[src/hw/iwd_map.vh]
// register map, field positions and timing counts of the instruction decoder
`ifndef IWD_MAP_VH
`define IWD_MAP_VH
`define IWD_OFF_CTRL 8'h00
`define IWD_OFF_INSTR 8'h04
`define IWD_OFF_WREG 8'h08
`define IWD_OFF_STAT 8'h0c
`define IWD_OFF_FLD 8'h10
`define IWD_OFF_CYC 8'h14
`define IWD_CTRL_GO 0
`define IWD_CTRL_CLR 1
`define IWD_INSTR_W 14
`define IWD_INSTR_RST 14'h0000
`define IWD_WREG_RST 8'h00
`define IWD_ST_BUSY 0
`define IWD_ST_TWO 1
`define IWD_ST_CAT 2
`define IWD_ST_DEST 4
`define IWD_ST_DBG 5
`define IWD_ST_DHIT 6
`define IWD_ST_SKIP 7
`define IWD_ST_PCCHG 8
`define IWD_FLD_F 0
`define IWD_FLD_B 8
`define IWD_FLD_K 16
`define IWD_QPHASES 2'h3
`define IWD_DBG_LO 11'h700
`define IWD_CAT_BYTE 2'h0
`define IWD_CAT_BIT 2'h1
`define IWD_CAT_LIT 2'h2
`define IWD_RESP_OKAY 2'h0
`define IWD_RESP_SLVERR 2'h2
`endif

[src/hw/iwd_core.v]
// instruction word decoder with read-modify-write sequencer and axi4-lite registers
//
// The implementer's own choices: the AXI4-Lite register port and the register offsets.
`timescale 1ns/10ps
`default_nettype none
`include "iwd_map.vh"
module iwd_core (
  input wire clk_i,
  input wire resetn_i,
  input wire [7:0] s_axi_awaddr,
  input wire s_axi_awvalid,
  output wire s_axi_awready,
  input wire [31:0] s_axi_wdata,
  input wire [3:0] s_axi_wstrb,
  input wire s_axi_wvalid,
  output wire s_axi_wready,
  output reg [1:0] s_axi_bresp,
  output reg s_axi_bvalid,
  input wire s_axi_bready,
  input wire [7:0] s_axi_araddr,
  input wire s_axi_arvalid,
  output wire s_axi_arready,
  output reg [31:0] s_axi_rdata,
  output reg [1:0] s_axi_rresp,
  output reg s_axi_rvalid,
  input wire s_axi_rready,
  input wire debug_enable_pin_n_i,
  output reg debug_en_o,
  output reg [6:0] file_addr_o,
  output reg file_rd_o,
  input wire [7:0] file_rdata_i,
  output reg file_wr_o,
  output reg [7:0] file_wdata_o,
  output reg [5:0] alu_sel_o,
  output reg [7:0] alu_opnd_o,
  output wire [7:0] alu_w_o,
  input wire [7:0] alu_res_i,
  output reg icyc_tick_o,
  output reg pc_load_o,
  output reg [10:0] pc_target_o,
  output reg skip_o,
  output wire busy_o
);
  localparam ST_IDLE = 2'h0;
  localparam ST_EXEC = 2'h1;
  localparam ST_NOP = 2'h2;

  reg [1:0] state_r;
  reg [1:0] q_r;
  reg [13:0] instr_r;
  reg [13:0] ir_r;
  reg [7:0] wreg_r;
  reg [7:0] opnd_r;
  reg [7:0] res_r;
  reg two_r;
  reg skip_r;
  reg pcchg_r;
  reg dhit_r;
  reg dsync_r;
  reg [31:0] cyc_r;
  reg go_r;
  reg clr_r;

  wire [1:0] cat;
  wire [6:0] faddr;
  wire [2:0] bsel;
  wire [7:0] k8;
  wire [10:0] k11;
  wire uses_file;
  wire wr_f;
  wire wr_w;
  wire [1:0] skip_kind;
  wire pc_chg;
  wire bit_val;

  iwd_decode u_dec (
    .instr_i(ir_r),
    .cat_o(cat),
    .faddr_o(faddr),
    .bsel_o(bsel),
    .k8_o(k8),
    .k11_o(k11),
    .dest_f_o(),
    .uses_file_o(uses_file),
    .wr_f_o(wr_f),
    .wr_w_o(wr_w),
    .skip_o(skip_kind),
    .pc_chg_o(pc_chg),
    .bit_val_o(bit_val)
  );

  // decoded view of the staged word, for the field and status registers
  wire [1:0] v_cat;
  wire [6:0] v_faddr;
  wire [2:0] v_bsel;
  wire [10:0] v_k11;
  wire v_dest;

  iwd_decode u_view (
    .instr_i(instr_r),
    .cat_o(v_cat),
    .faddr_o(v_faddr),
    .bsel_o(v_bsel),
    .k8_o(),
    .k11_o(v_k11),
    .dest_f_o(v_dest),
    .uses_file_o(),
    .wr_f_o(),
    .wr_w_o(),
    .skip_o(),
    .pc_chg_o(),
    .bit_val_o()
  );

  assign alu_w_o = wreg_r;
  assign busy_o = (state_r != ST_IDLE);

  // bit instructions modify in place; byte and literal results come from the alu
  wire [7:0] bit_mask = 8'h01 << bsel;
  wire bit_now = |(opnd_r & bit_mask);
  wire [7:0] bit_res = bit_val ? (opnd_r | bit_mask) : (opnd_r & ~bit_mask);
  wire [7:0] mod_res = (cat == `IWD_CAT_BIT) ? bit_res : alu_res_i;
  reg skip_hit;

  always @* begin
    case (skip_kind)
      2'h1: skip_hit = (alu_res_i == 8'h00);
      2'h2: skip_hit = ~bit_now;
      2'h3: skip_hit = bit_now;
      default: skip_hit = 1'b0;
    endcase
  end

  // axi4-lite write path: address and data caught in either order
  reg aw_full_r;
  reg w_full_r;
  reg [7:0] aw_addr_r;
  reg [31:0] w_data_r;
  reg [3:0] w_strb_r;
  wire do_wr = aw_full_r & w_full_r & ~s_axi_bvalid;
  assign s_axi_awready = ~aw_full_r;
  assign s_axi_wready = ~w_full_r;

  function [31:0] lanes;
    input [31:0] old_v;
    input [31:0] new_v;
    input [3:0] strb;
    integer i;
    begin
      lanes = old_v;
      for (i = 0; i < 4; i = i + 1) begin
        if (strb[i]) begin
          lanes[i*8 +: 8] = new_v[i*8 +: 8];
        end
      end
    end
  endfunction

  wire wr_ctrl = do_wr & (aw_addr_r == `IWD_OFF_CTRL);
  wire wr_instr = do_wr & (aw_addr_r == `IWD_OFF_INSTR);
  wire wr_wreg = do_wr & (aw_addr_r == `IWD_OFF_WREG);
  wire [31:0] ctrl_v = lanes(32'h0, w_data_r, w_strb_r);
  wire [31:0] instr_v = lanes({18'h0, instr_r}, w_data_r, w_strb_r);
  wire [31:0] wreg_v = lanes({24'h0, wreg_r}, w_data_r, w_strb_r);
  reg wr_ok;

  always @* begin
    if (aw_addr_r == `IWD_OFF_CTRL) begin
      wr_ok = 1'b1;
    end else if (aw_addr_r == `IWD_OFF_INSTR) begin
      wr_ok = 1'b1;
    end else if (aw_addr_r == `IWD_OFF_WREG) begin
      wr_ok = 1'b1;
    end else if (aw_addr_r == `IWD_OFF_STAT || aw_addr_r == `IWD_OFF_FLD) begin
      wr_ok = 1'b1;
    end else if (aw_addr_r == `IWD_OFF_CYC) begin
      wr_ok = 1'b1;
    end else begin
      wr_ok = 1'b0;
    end
  end

  always @(posedge clk_i or negedge resetn_i) begin
    if (!resetn_i) begin
      aw_full_r <= 1'b0;
      w_full_r <= 1'b0;
      aw_addr_r <= 8'h00;
      w_data_r <= 32'h0;
      w_strb_r <= 4'h0;
      s_axi_bvalid <= 1'b0;
      s_axi_bresp <= `IWD_RESP_OKAY;
    end else begin
      if (s_axi_awvalid && !aw_full_r) begin
        aw_full_r <= 1'b1;
        aw_addr_r <= {s_axi_awaddr[7:2], 2'b00};
      end
      if (s_axi_wvalid && !w_full_r) begin
        w_full_r <= 1'b1;
        w_data_r <= s_axi_wdata;
        w_strb_r <= s_axi_wstrb;
      end
      if (do_wr) begin
        aw_full_r <= 1'b0;
        w_full_r <= 1'b0;
        s_axi_bvalid <= 1'b1;
        s_axi_bresp <= wr_ok ? `IWD_RESP_OKAY : `IWD_RESP_SLVERR;
      end else if (s_axi_bvalid && s_axi_bready) begin
        s_axi_bvalid <= 1'b0;
      end
    end
  end

  // axi4-lite read path, one cycle after the address is taken
  wire [31:0] stat_v = {23'h0, pcchg_r, skip_r, dhit_r, debug_en_o, v_dest, v_cat, two_r, busy_o};
  wire [31:0] fld_v = {5'h0, v_k11, 5'h0, v_bsel, 1'b0, v_faddr};
  wire [7:0] ar_a = {s_axi_araddr[7:2], 2'b00};
  assign s_axi_arready = ~s_axi_rvalid;

  always @(posedge clk_i or negedge resetn_i) begin
    if (!resetn_i) begin
      s_axi_rvalid <= 1'b0;
      s_axi_rdata <= 32'h0;
      s_axi_rresp <= `IWD_RESP_OKAY;
    end else if (s_axi_arvalid && !s_axi_rvalid) begin
      s_axi_rvalid <= 1'b1;
      s_axi_rresp <= `IWD_RESP_OKAY;
      if (ar_a == `IWD_OFF_CTRL) begin
        s_axi_rdata <= 32'h0;
      end else if (ar_a == `IWD_OFF_INSTR) begin
        s_axi_rdata <= {18'h0, instr_r};
      end else if (ar_a == `IWD_OFF_WREG) begin
        s_axi_rdata <= {24'h0, wreg_r};
      end else if (ar_a == `IWD_OFF_STAT) begin
        s_axi_rdata <= stat_v;
      end else if (ar_a == `IWD_OFF_FLD) begin
        s_axi_rdata <= fld_v;
      end else if (ar_a == `IWD_OFF_CYC) begin
        s_axi_rdata <= cyc_r;
      end else begin
        s_axi_rdata <= 32'h0;
        s_axi_rresp <= `IWD_RESP_SLVERR;
      end
    end else if (s_axi_rvalid && s_axi_rready) begin
      s_axi_rvalid <= 1'b0;
    end
  end

  // staged word and command pulses; go while busy is dropped
  always @(posedge clk_i or negedge resetn_i) begin
    if (!resetn_i) begin
      instr_r <= `IWD_INSTR_RST;
      go_r <= 1'b0;
      clr_r <= 1'b0;
    end else begin
      if (wr_instr) begin
        instr_r <= instr_v[13:0];
      end
      go_r <= wr_ctrl & ctrl_v[`IWD_CTRL_GO];
      clr_r <= wr_ctrl & ctrl_v[`IWD_CTRL_CLR];
    end
  end

  // debug enable pin is synchronised through two registers, dsync_r then debug_en_o
  always @(posedge clk_i or negedge resetn_i) begin
    if (!resetn_i) begin
      dsync_r <= 1'b0;
      debug_en_o <= 1'b0;
    end else begin
      dsync_r <= ~debug_enable_pin_n_i;
      debug_en_o <= dsync_r;
    end
  end

  // sequencer: q1 decode, q2 read file, q3 modify, q4 store
  always @(posedge clk_i or negedge resetn_i) begin
    if (!resetn_i) begin
      state_r <= ST_IDLE;
      q_r <= 2'h0;
      ir_r <= `IWD_INSTR_RST;
      wreg_r <= `IWD_WREG_RST;
      opnd_r <= 8'h00;
      res_r <= 8'h00;
      two_r <= 1'b0;
      skip_r <= 1'b0;
      pcchg_r <= 1'b0;
      dhit_r <= 1'b0;
      cyc_r <= 32'h0;
      file_addr_o <= 7'h00;
      file_rd_o <= 1'b0;
      file_wr_o <= 1'b0;
      file_wdata_o <= 8'h00;
      alu_sel_o <= 6'h00;
      alu_opnd_o <= 8'h00;
      icyc_tick_o <= 1'b0;
      pc_load_o <= 1'b0;
      pc_target_o <= 11'h000;
      skip_o <= 1'b0;
    end else begin
      file_rd_o <= 1'b0;
      file_wr_o <= 1'b0;
      icyc_tick_o <= 1'b0;
      pc_load_o <= 1'b0;
      skip_o <= 1'b0;
      if (wr_wreg) begin
        wreg_r <= wreg_v[7:0];
      end
      if (clr_r) begin
        cyc_r <= 32'h0;
      end
      case (state_r)
        ST_IDLE: begin
          q_r <= 2'h0;
          if (go_r) begin
            ir_r <= instr_r;
            state_r <= ST_EXEC;
            two_r <= 1'b0;
            skip_r <= 1'b0;
            pcchg_r <= 1'b0;
          end
        end
        ST_EXEC: begin
          q_r <= q_r + 2'h1;
          if (q_r == 2'h0) begin
            file_addr_o <= faddr;
            alu_sel_o <= ir_r[13:8];
            file_rd_o <= uses_file;
          end
          if (q_r == 2'h1) begin
            opnd_r <= uses_file ? file_rdata_i : k8;
            alu_opnd_o <= uses_file ? file_rdata_i : k8;
          end
          if (q_r == 2'h2) begin
            res_r <= mod_res;
            skip_r <= skip_hit;
            pcchg_r <= pc_chg;
          end
          if (q_r == `IWD_QPHASES) begin
            icyc_tick_o <= 1'b1;
            cyc_r <= cyc_r + 32'h1;
            if (wr_f) begin
              file_wr_o <= 1'b1;
              file_wdata_o <= res_r;
            end
            if (wr_w) begin
              wreg_r <= res_r;
            end
            if (pcchg_r) begin
              pc_load_o <= 1'b1;
              pc_target_o <= k11;
            end
            skip_o <= skip_r;
            two_r <= skip_r | pcchg_r;
            state_r <= (skip_r | pcchg_r) ? ST_NOP : ST_IDLE;
          end
        end
        ST_NOP: begin
          // second cycle does nothing but take its four periods
          q_r <= q_r + 2'h1;
          if (q_r == `IWD_QPHASES) begin
            icyc_tick_o <= 1'b1;
            cyc_r <= cyc_r + 32'h1;
            state_r <= ST_IDLE;
          end
        end
        default: begin
          state_r <= ST_IDLE;
        end
      endcase
      // flags a jump into the debugger's reserved range; set beats clear
      if (state_r == ST_EXEC && q_r == 2'h2 && debug_en_o && pc_chg
          && ir_r[13:12] == 2'b10 && k11 >= `IWD_DBG_LO) begin
        dhit_r <= 1'b1;
      end else if (clr_r) begin
        dhit_r <= 1'b0;
      end
    end
  end
endmodule
`default_nettype wire

[src/hw/iwd_decode.v]
// combinational split of a 14-bit instruction word into category and fields
`timescale 1ns/10ps
`default_nettype none
`include "iwd_map.vh"
module iwd_decode (
  input wire [13:0] instr_i,
  output reg [1:0] cat_o,
  output wire [6:0] faddr_o,
  output wire [2:0] bsel_o,
  output wire [7:0] k8_o,
  output wire [10:0] k11_o,
  output wire dest_f_o,
  output reg uses_file_o,
  output reg wr_f_o,
  output reg wr_w_o,
  output reg [1:0] skip_o,
  output reg pc_chg_o,
  output reg bit_val_o
);
  assign faddr_o = instr_i[6:0];
  assign bsel_o = instr_i[9:7];
  assign k8_o = instr_i[7:0];
  assign k11_o = instr_i[10:0];
  assign dest_f_o = instr_i[7];
  // skip kinds: 0 none, 1 result zero, 2 bit clear, 3 bit set
  always @* begin
    cat_o = `IWD_CAT_LIT;
    uses_file_o = 1'b0;
    wr_f_o = 1'b0;
    wr_w_o = 1'b0;
    skip_o = 2'h0;
    pc_chg_o = 1'b0;
    bit_val_o = 1'b0;
    casez (instr_i[13:12])
      2'b00: begin
        if (instr_i[11:7] == 5'h00) begin
          // control words; bits 6..1 all compared for the pc change, only bit 0 don't care
          pc_chg_o = (instr_i[6:1] == 6'h04);
        end else if (instr_i[11:7] == 5'h02) begin
          cat_o = `IWD_CAT_BYTE;
          wr_w_o = 1'b1;
        end else begin
          cat_o = `IWD_CAT_BYTE;
          uses_file_o = 1'b1;
          wr_f_o = instr_i[7];
          wr_w_o = ~instr_i[7];
          if (instr_i[11:8] == 4'hb || instr_i[11:8] == 4'hf) begin
            skip_o = 2'h1;
          end
        end
      end
      2'b01: begin
        cat_o = `IWD_CAT_BIT;
        uses_file_o = 1'b1;
        if (instr_i[11]) begin
          skip_o = {1'b1, instr_i[10]};
        end else begin
          wr_f_o = 1'b1;
          bit_val_o = instr_i[10];
        end
      end
      2'b10: begin
        pc_chg_o = 1'b1;
      end
      default: begin
        wr_w_o = 1'b1;
        pc_chg_o = (instr_i[11:10] == 2'b01);
      end
    endcase
  end
endmodule
`default_nettype wire

[config.mk]
export PLATFORM = sky130hd
export DESIGN_NAME = iwd_core
export DESIGN_NICKNAME = d
export VERILOG_FILES = /design/src/hw/iwd_core.v /design/src/hw/iwd_decode.v
export VERILOG_INCLUDE_DIRS = /design/src /design/src/hw
export SDC_FILE = /design/constraint.sdc
export NUM_CORES = 1
export LEC_CHECK = 0
export BUFFER_PORTS_ARGS = -buffer_cell sky130_fd_sc_hd__buf_2
export CAP_MARGIN = 40
export CORE_MARGIN = 5
export CORE_UTILIZATION = 30
export DETAILED_ROUTE_END_ITERATION = 6
export SETUP_SLACK_MARGIN = 0.5
export SYNTH_ARGS = -nofsm -noshare
export SYNTH_HDL_FRONTEND = slang
export SYNTH_SLANG_ARGS = --single-unit
[constraint.sdc]
create_clock -name clk_i -period 2.3 [get_ports clk_i]
set_input_delay 0.575 -clock clk_i [delete_from_list [all_inputs] [get_ports clk_i]]
set_output_delay 0.575 -clock clk_i [all_outputs]
set_load 0.01 [all_outputs]
==> results of run 1 <==
[worst max-delay path by stage]
stage,startpoint,end,cells after the start
6_report,s_axi_bvalid,instr_r[13],6
3_3_place_gp,cyc_r[3],cyc_r[23],5
3_5_place_dp,s_axi_bvalid,instr_r[3],5
2_1_floorplan,s_axi_bvalid,instr_r[0],5
5_1_grt,s_axi_bvalid,instr_r[0],6
4_1_cts,s_axi_bvalid,instr_r[3],6
[synth_stat cells, drive strengths merged, types with 5 or more instances]
master  number  area (sq um)
o211ai      11          82.6
inv         24          90.1
nor4        11          83.8
a22o        11          96.3
a22oi        5          37.5
nand2      101           379
o31ai       19           143
a21oi       47           239
o22ai        6          37.5
nor2        53           199
and2         6          37.5
nor2b       11          68.8
mux2        79           890
nand3b       5          37.5
clkbuf      42           158
ha          13           163
nand3       35           180
a32o         6          60.1
dfrtp      193          4830
mux2i       36           360
o21ai       57           285
nor3        10          55.1
nand2b       6          37.5
nand4        8          50.1
[what timing repair did]
action,4_1_cts,5_1_grt
pin swaps,15,10
gates cloned,0,0
gates resized for setup,36,18
setup endpoints to repair,64,61
endpoints found under the hold margin,0,0
buffers inserted,19,5
[power by group through the flow]
stage,logic (uW),registers (uW),clock network [uW]
floorplan,1100,4400,0
global placement,1750,4610,0
detailed placement,1780,4630,0
CTS,1950,4580,3000
global route,2180,4660,3130
finish,1960,4590,2950
[per-layer routing]
metal / GRT usage, % / up-vias / routed length [um]
li1: - / 3379 / -
met1: 20.3 / 3486 / 11600
met2: 24.0 / 159 / 11900
met3: 3.09 / 31 / 1070
met4: 4.38 / 0 / 492
met5: 0 / - / 0
[cell families after synthesis]
logic type,Yosys count,share of synthesized area [%]
DFF,193,53.8
buffers and inverters,71,3.13
and+or+nand+nor,263,14.2
xor gates and xnor gates,5,0.487
AOI/OAI and AO/OA,182,12.6
other,1,0.0417
adders and majority gates,13,1.81
muxes,115,13.9
[layout make-up]
cell class | count | share of cell area [%]
Tap cell | 390 | 4.28
Multi-Input combinational cell | 580 | 36.5
Clock inverter | 11 | 1.04
Clock buffer | 20 | 4.00
Sequential cell | 193 | 42.4
Timing Repair Buffer | 203 | 11.0
Inverter | 25 | 0.845
[per-stage QoR]
stage	hold WS, ps	util [%]	std cells	power, uW	instance area (sq um)
2_1_floorplan	279	-	844	5500	9120
3_3_place_gp	339	35.2	1367	6360	10400
3_5_place_dp	349	35.2	1367	6410	10400
4_1_cts	141	38.2	1417	9540	11300
5_1_grt	158	38.5	1422	9970	11400
6_report	124	38.5	1422	9490	11400
[registers in the layout (all words and copies together) (netlist names), 11 cells and up]
signal       count
s_axi_rdata     32
pc_target_o     11
w_data_r        14
instr_r         14
cyc_r           32
ir_r            14
[layout by cell type (no fill, tap or decap), types with 5 or more instances in the layout]
cell and count:
nor4_4 6, clkbuf_16 17, dfrtp_1 187, o31ai_1 19, inv_6 5, inv_1 19, o22ai_1 6, ha_1 8
nand2b_1 6, nand3b_1 5, a22oi_1 5, a22o_1 11, a32o_1 6, and2_1 5, a21oi_1 46, buf_12 5
buf_4 50, mux2_2 65, buf_2 143, nand2_1 99, nand4_1 8, mux2_4 14, mux2i_1 36, o21ai_0 55
dfrtp_2 6, nor2b_1 11, o211ai_1 11, nand3_1 33, nor2_1 51
==> metrics.yaml, run 1 <==
ys_types: 56
post-route-period-util_pct: 85.7
htree_levels: 4
initial_utilization_pct: 30.3
yosys_warnings: 0
die_x_um: 183
gp_congestion: 0.834
num_rows: 63
io_pins: 172
fin_nets: 1109
grt_max_degree: 65
rsz0062_at_grt: "true"
power_density_mw_per_mm2: 832
coreArea_sq_mm: 0.0296
synth.avg_cell_area_sq_um: 10.7
grt_pass1_wl_um: 39700
die_h_um: 183
async_flop_share_pct: 100
cts-root-buf: "clkbuf_16"
max_freq_mhz: 508
critPathBufInv: 1
power_switching_share_pct: 31.7
multi_input_area_sq_mm: 0.00416
antenna_found_initial: 0
cp-start-kind: "register"
ctsHoldBuffers: 0
hp-class: "in -> async"
hold_violations: 0
synth-edff-count: 0
crit_path_frequent_cell: "nand3b_1"
ir_drop_v: 0.000484
r2r-end: "instr_r[13]"
critPathRequiredTime_ps: 2620
hpwlAfterDp_um: 18600
cp_top_family: "simple AND/OR/NAND/NOR gates"
ys_ff_latch: 193
grt-ovfl-total: 0
setup_viol: 0
die_area_sq_mm: 0.0335
p_seq_share_pct: 48.3
p_leak_uw: 0.00559
status: "complete, no violations"
slew_violations: 0
numCtsBuffers: 17
cp.arrival_ps: 2290
syn2layout_area_growth_pct: 26.9
slew_headroom_pct: 47.8
p_switching_uw: 3010
numClockSinks: 193
clk_latency_ps: 440
syn_area_sq_mm: 0.00898
postRouteAntennaNets: 0
cp_slowest_cell: "dfrtp_1"
drive_gt1_share_pct: 34.5
drtIter0Drc: 442
fill_cells: 3033
end_kind: "register"
grt_util_all_layers_pct: 14.9
fin_tns_setup_ps: 0
crit_path_cell_trace: "nand3b_1 > nor4_4 > nand3b_1 > nor3b_4 > buf_12 > mux2_4"
dr.pass1.iters: 6
rr_startpoint: "s_axi_bvalid"
synth_ff_type: "dfrtp_1"
synth_cells: 843
vias_per_cell: 4.96
cts.clk_slew.worst_paths_ps: 70
place_ws_ps: 174
tightestPinTransition_ps: 779
power.share.clock_pct: 31.0
path_class: "reg -> reg"
cpPeakStageDelay_ps: 380
ys_seq_area_share_pct: 53.8
clock_path_buffers: 2
drc: 0
grt_pass1_vias: 7049
p_int_uw: 6490
finalCriticalPeriod_ps: 1970
cp_max_fo: 6
diodes: 0
fin_skew_ps: 11.5
comb_power_share_pct: 20.7
wl_per_cell_um: 17.6
wl_um: 25000
cts_tree: "built"
drv_cap: 0
seqCellArea_sq_mm: 0.00484
rrSetupSlack_ps: 330
port_buffers: 145
worst_slack_ps: 330
vias: 7055
worst_r2r_path_depth: 6
No activity file was read; power rests on OpenSTA's default activity.
==> run 2, diff against run 1 <==
==> constraint.sdc (replaced) <==
create_clock -name clk_i -period 2.3 [get_ports clk_i]
set_input_delay 0.46 -clock clk_i [delete_from_list [all_inputs] [get_ports clk_i]]
set_output_delay 0.46 -clock clk_i [all_outputs]
set_load 0.01 [all_outputs]
==> run 2 against run 1 <==
Against the previous run: clock skew decreased by 2.0 ps; non-clock buffer count increased by 3; combinational power decreased by 3%; power increased by 0.78%; critical path type unchanged; sequential power about the same; register-to-register slack improved by 130 ps; hold slack got worse by 110 ps; largest power group unchanged.
==> metrics.yaml, run 2 (synthesis results as in run 1) <==
gp_congestion: 0.842
num_rows: 63
rrSetupSlack_ps: 460
tightestPinTransition_ps: 577
vias: 7046
coreArea_sq_mm: 0.0296
syn2layout_area_growth_pct: 27.2
cp.arrival_ps: 2160
ir_drop_v: 0.000554
critPathBufInv: 2
comb_power_share_pct: 20.0
hold_violations: 0
htree_levels: 4
end_kind: "register"
dr.pass1.iters: 5
power_switching_share_pct: 31.9
cp-start-kind: "register"
port_buffers: 145
drc: 0
cts-root-buf: "clkbuf_16"
drtIter0Drc: 618
grt_pass1_vias: 6996
setup_viol: 0
post-route-period-util_pct: 80.1
vias_per_cell: 4.94
drive_gt1_share_pct: 34.5
worst_slack_ps: 457
route.met2.wl_um: 12000
p_leak_uw: 0.00561
slew_headroom_pct: 61.4
ctsHoldBuffers: 0
max_freq_mhz: 543
initial_utilization_pct: 30.3
cts.clk_slew.worst_paths_ps: 70
fill_cells: 2989
rr_startpoint: "cyc_r[18]"
grt_max_degree: 62
fin_skew_ps: 9.51
place_ws_ps: 222
antenna_found_initial: 0
post-route-util_pct: 38.6
numClockSinks: 193
clock_path_buffers: 2
finalCriticalPeriod_ps: 1840
worst_r2r_path_depth: 7
holdWs_ps: 10.3
r2r-end: "cyc_r[26]"
p_seq_share_pct: 48.0
fin_tns_setup_ps: 0
die_x_um: 183
cp_top_family: "simple AND/OR/NAND/NOR gates"
power_density_mw_per_mm2: 837
clk_latency_ps: 440
wl_per_cell_um: 17.7
p_switching_uw: 3050
die_area_sq_mm: 0.0335
wl_met3_um: 1060
fin_nets: 1112
grt_pass1_wl_um: 40000
drv_cap: 0
drt-met1-wl_um: 11600
path_class: "reg -> reg"
cp_slowest_cell: "or4_4"
critPathRequiredTime_ps: 2620
final_common_cell: "dfrtp_1"
io_pins: 172
cts_tree: "built"
dr.max_layer_used: "met4"
grt-ovfl-total: 0
postRouteAntennaNets: 0
hp-class: "in -> async"
power.share.clock_pct: 32.0
mostFrequentLayoutCells: "dfrtp_1 (186), buf_2 (144), nand2_1 (99)"
hpwlAfterDp_um: 18600
status: "complete, no violations"
die_h_um: 183
slew_violations: 0
cpPeakStageDelay_ps: 590
crit_path_cell_trace: "nand2_1 > or4_4 > buf_8 > nor3_4 > buf_4 > a21o_1 > o31ai_1"
top_regs: "cyc_r (32), s_axi_rdata (32)"
diodes: 0
wl_um: 25200
rsz0062_at_grt: "true"
grt_util_all_layers_pct: 15.0
numCtsBuffers: 17
cp_max_fo: 4
p_int_uw: 6510
==> run 2: layout make-up <==
cell class | count | area (sq um) | share of cell area, %
clock inverters | 14 | 173 | 1.51
inverters | 25 | 93.8 | 0.821
well taps | 390 | 488 | 4.27
flip-flops and latches | 193 | 4840 | 42.3
multi-input cells | 580 | 4140 | 36.2
clock buffers | 17 | 425 | 3.72
repair buffers | 206 | 1270 | 11.1
==> run 2: how the worst max path moves through the flow <==
| stage | startpoint | endpoint | slack [ps] | cells past startpoint |
|---|---|---|---|---|
| after detailed placement | cyc_r[3] | cyc_r[23] | 220 | 5 |
| after global routing | cyc_r[18] | cyc_r[23] | 330 | 5 |
| after floorplan | s_axi_bvalid | instr_r[0] | 370 | 5 |
| after global placement | cyc_r[3] | cyc_r[23] | 250 | 5 |
| after CTS | s_axi_bvalid | instr_r[0] | 430 | 6 |
| final | cyc_r[18] | cyc_r[26] | 460 | 7 |
==> run 2: timing repair <==
action                     4_1_cts  5_1_grt
resized for setup               26       19
setup buffers                   19        6
setup endpoints to repair       58       55
hold endpoints to repair         0        0
pin swaps                        8       14
==> run 2: layer usage <==
metal / track usage (%) / vias up
met2: 23.6 / 170
met4: 5.18 / 0
met1: 20.6 / 3468
met3: 3.05 / 33
li1: - / 3375
met5: 0 / -
==> run 2: through the flow <==
step                      power (uW)  cells  instance area [sq um]
final                           9570   1425                  11400
after detailed placement        6420   1369                  10500
after global placement          6370   1369                  10500
after global routing           10000   1425                  11400
after CTS                       9620   1419                  11300
after floorplan                 5500    844                   9110
==> run 2: power groups by stage <==
stage | logic, uW | registers [uW] | clock network, uW
detailed placement | 1790 | 4630 | 0
CTS | 1910 | 4590 | 3120
global placement | 1750 | 4620 | 0
floorplan | 1100 | 4400 | 0
finish | 1910 | 4590 | 3070
global route | 2120 | 4660 | 3260
==> run 3, diff against run 2 <==
==> constraint.sdc (replaced) <==
create_clock -name clk_i -period 1.9 [get_ports clk_i]
set_input_delay 0.38 -clock clk_i [delete_from_list [all_inputs] [get_ports clk_i]]
set_output_delay 0.38 -clock clk_i [all_outputs]
set_load 0.01 [all_outputs]
==> run 3 against run 2 <==
Against the previous run: sequential cell count unchanged; clock skew increased by 1.4 ps; setup slack got worse by 440 ps; clock-buffer cell count increased by 1; sequential share of layout area decreased by 6.6 points; power increased by 36%; register-to-register slack got worse by 440 ps; combinational power increased by 100%; first-iteration DRC count decreased by 18%; hold slack improved by 70 ps; critical path type unchanged; largest power group unchanged.
==> metrics.yaml, run 3 (synthesis results as in run 1) <==
fin_skew_ps: 10.9
htree_levels: 4
numClockSinks: 193
die_h_um: 183
fill_cells: 2693
coreArea_sq_mm: 0.0296
slew_headroom_pct: 59.4
tightestPinTransition_ps: 607
worst_slack_ps: 17.4
syn2layout_area_growth_pct: 51.1
drt-met1-wl_um: 12700
p_switching_uw: 4220
comb_power_share_pct: 29.2
p_seq_share_pct: 42.5
vias_per_cell: 4.98
port_buffers: 145
end_kind: "register"
crit_path_frequent_cell: "nand3b_1"
dr.max_layer_used: "met4"
place_ws_ps: 9.39
placedCellCount: 1397
power_density_mw_per_mm2: 962
gp_congestion: 0.828
crit_path_cell_trace: "nand3b_1 > nor4_4 > nand3b_1 > nor3b_4 > buf_12 > mux2_2"
cpPeakStageDelay_ps: 380
cts-root-buf: "clkbuf_16"
rsz0062_at_grt: "true"
max_freq_mhz: 531
fin_nets: 1220
io_pins: 172
drtIter0Drc: 508
setup_viol: 0
die_x_um: 183
hold_violations: 0
initial_utilization_pct: 30.3
grt_pass1_wl_um: 43500
grt_pass1_vias: 7667
vias: 7635
grt_max_degree: 46
grt_util_all_layers_pct: 16.4
postRouteAntennaNets: 0
clk_latency_ps: 430
power_switching_share_pct: 32.3
slew_violations: 0
critPathRequiredTime_ps: 2210
hpwlAfterDp_um: 19100
final_common_cell: "dfrtp_1"
wl_per_cell_um: 18.6
route.met2.wl_um: 14200
drv_cap: 0
p_int_uw: 8830
num_rows: 63
wl_um: 28600
hp-class: "in -> reg"
grt-ovfl-total: 0
diodes: 0
mostFrequentLayoutCells: "dfrtp_1 (177), buf_2 (130), buf_4 (84)"
antenna_found_initial: 0
multi_input_area_sq_mm: 0.00500
dr.pass1.iters: 6
top_regs: "cyc_r (32), s_axi_rdata (32)"
die_area_sq_mm: 0.0335
post-route-period-util_pct: 99.1
drc: 0
cp_max_fo: 8
power.share.clock_pct: 28.3
rrSetupSlack_ps: 20
cts_tree: "built"
p_leak_uw: 0.00658
wl_met3_um: 1330
seqCellArea_sq_mm: 0.00485
drive_gt1_share_pct: 50.4
path_class: "reg -> reg"
cp_slowest_cell: "dfrtp_1"
numCtsBuffers: 17
finalCriticalPeriod_ps: 1880
clock_path_buffers: 2
cp.arrival_ps: 2190
cts.clk_slew.worst_paths_ps: 80
cp-start-kind: "register"
ir_drop_v: 0.000732
instances_no_fill: 1532
status: "complete, no violations"
[run 3: cell types whose count changed in the layout (fill, tap and decap cells not counted), moves of 14 or more]
cell     delta
buf_6      +65
o21ai_0    -35
mux2_2     -34
mux2_4     +34
buf_4      +31
o21ai_1    +29
nor2_1     -18
nand2_1    -17
nor2_4     +16
buf_2      -14
[run 3: worst paths after layout]
kind,endpoint,from,depth (start not counted)
setup / recovery,instr_r[5],s_axi_bvalid,6
hold / removal,dsync_r,debug_enable_pin_n_i,2
setup reg to reg,instr_r[5],s_axi_bvalid,6
hold reg to reg,debug_en_o,dsync_r,0
max in group asynchronous,cyc_r[28],resetn_i,3
min in group asynchronous,file_addr_o[2],resetn_i,2
[run 3: what timing repair did]
action                                  4_1_cts  5_1_grt
pin swaps                                    41       40
buffers inserted                             54       41
hold buffers                                  1        0
gates cloned                                  8        1
gates resized for setup                     185      152
endpoints found under the hold margin        40        0
endpoints found under the setup margin      148      169
[run 3: routing by layer]
metal,vias up,global-route usage [%]
li1,3608,-
met5,-,0
met4,0,3.84
met1,3801,22.2
met2,197,27.3
met3,29,3.13
[run 3: power groups by stage]
stage / clock, uW / combinational (uW) / sequential [uW]
2_1_floorplan: 0 / 1480 / 5320
3_3_place_gp: 0 / 2290 / 5580
3_5_place_dp: 0 / 2330 / 5600
4_1_cts: 3750 / 3150 / 5530
5_1_grt: 3930 / 4130 / 5630
6_report: 3690 / 3820 / 5550
[run 3: area by class of cell]
type | instances | share of cell area [%]
tap | 390 | 3.59
inverter | 25 | 0.866
clock buffer | 18 | 3.24
multi-input combinational | 586 | 36.8
clock inverter | 12 | 1.14
sequential | 193 | 35.7
timing repair buffer | 308 | 18.6
[run 3: worst max-delay path: cells and delay by family, from the launching register on]
kind,cells,cell delay (ps)
and+or+nand+nor,4,900
DFF,1,380
buffers and inverters,1,150
muxes,1,330
[run 3: metrics by stage]
step	instance area [sq um]	total power (uW)	hold slack, ps	TNS, ps	util, %
4_1_cts	12700	12400	74.3	-68.1	42.8
3_3_place_gp	10800	7870	338	0	36.6
6_report	13600	13100	80.5	0	45.8
2_1_floorplan	9430	6800	84.4	-377	-
3_5_place_dp	10800	7930	336	0	36.6
5_1_grt	13600	13700	74.3	-924	45.8
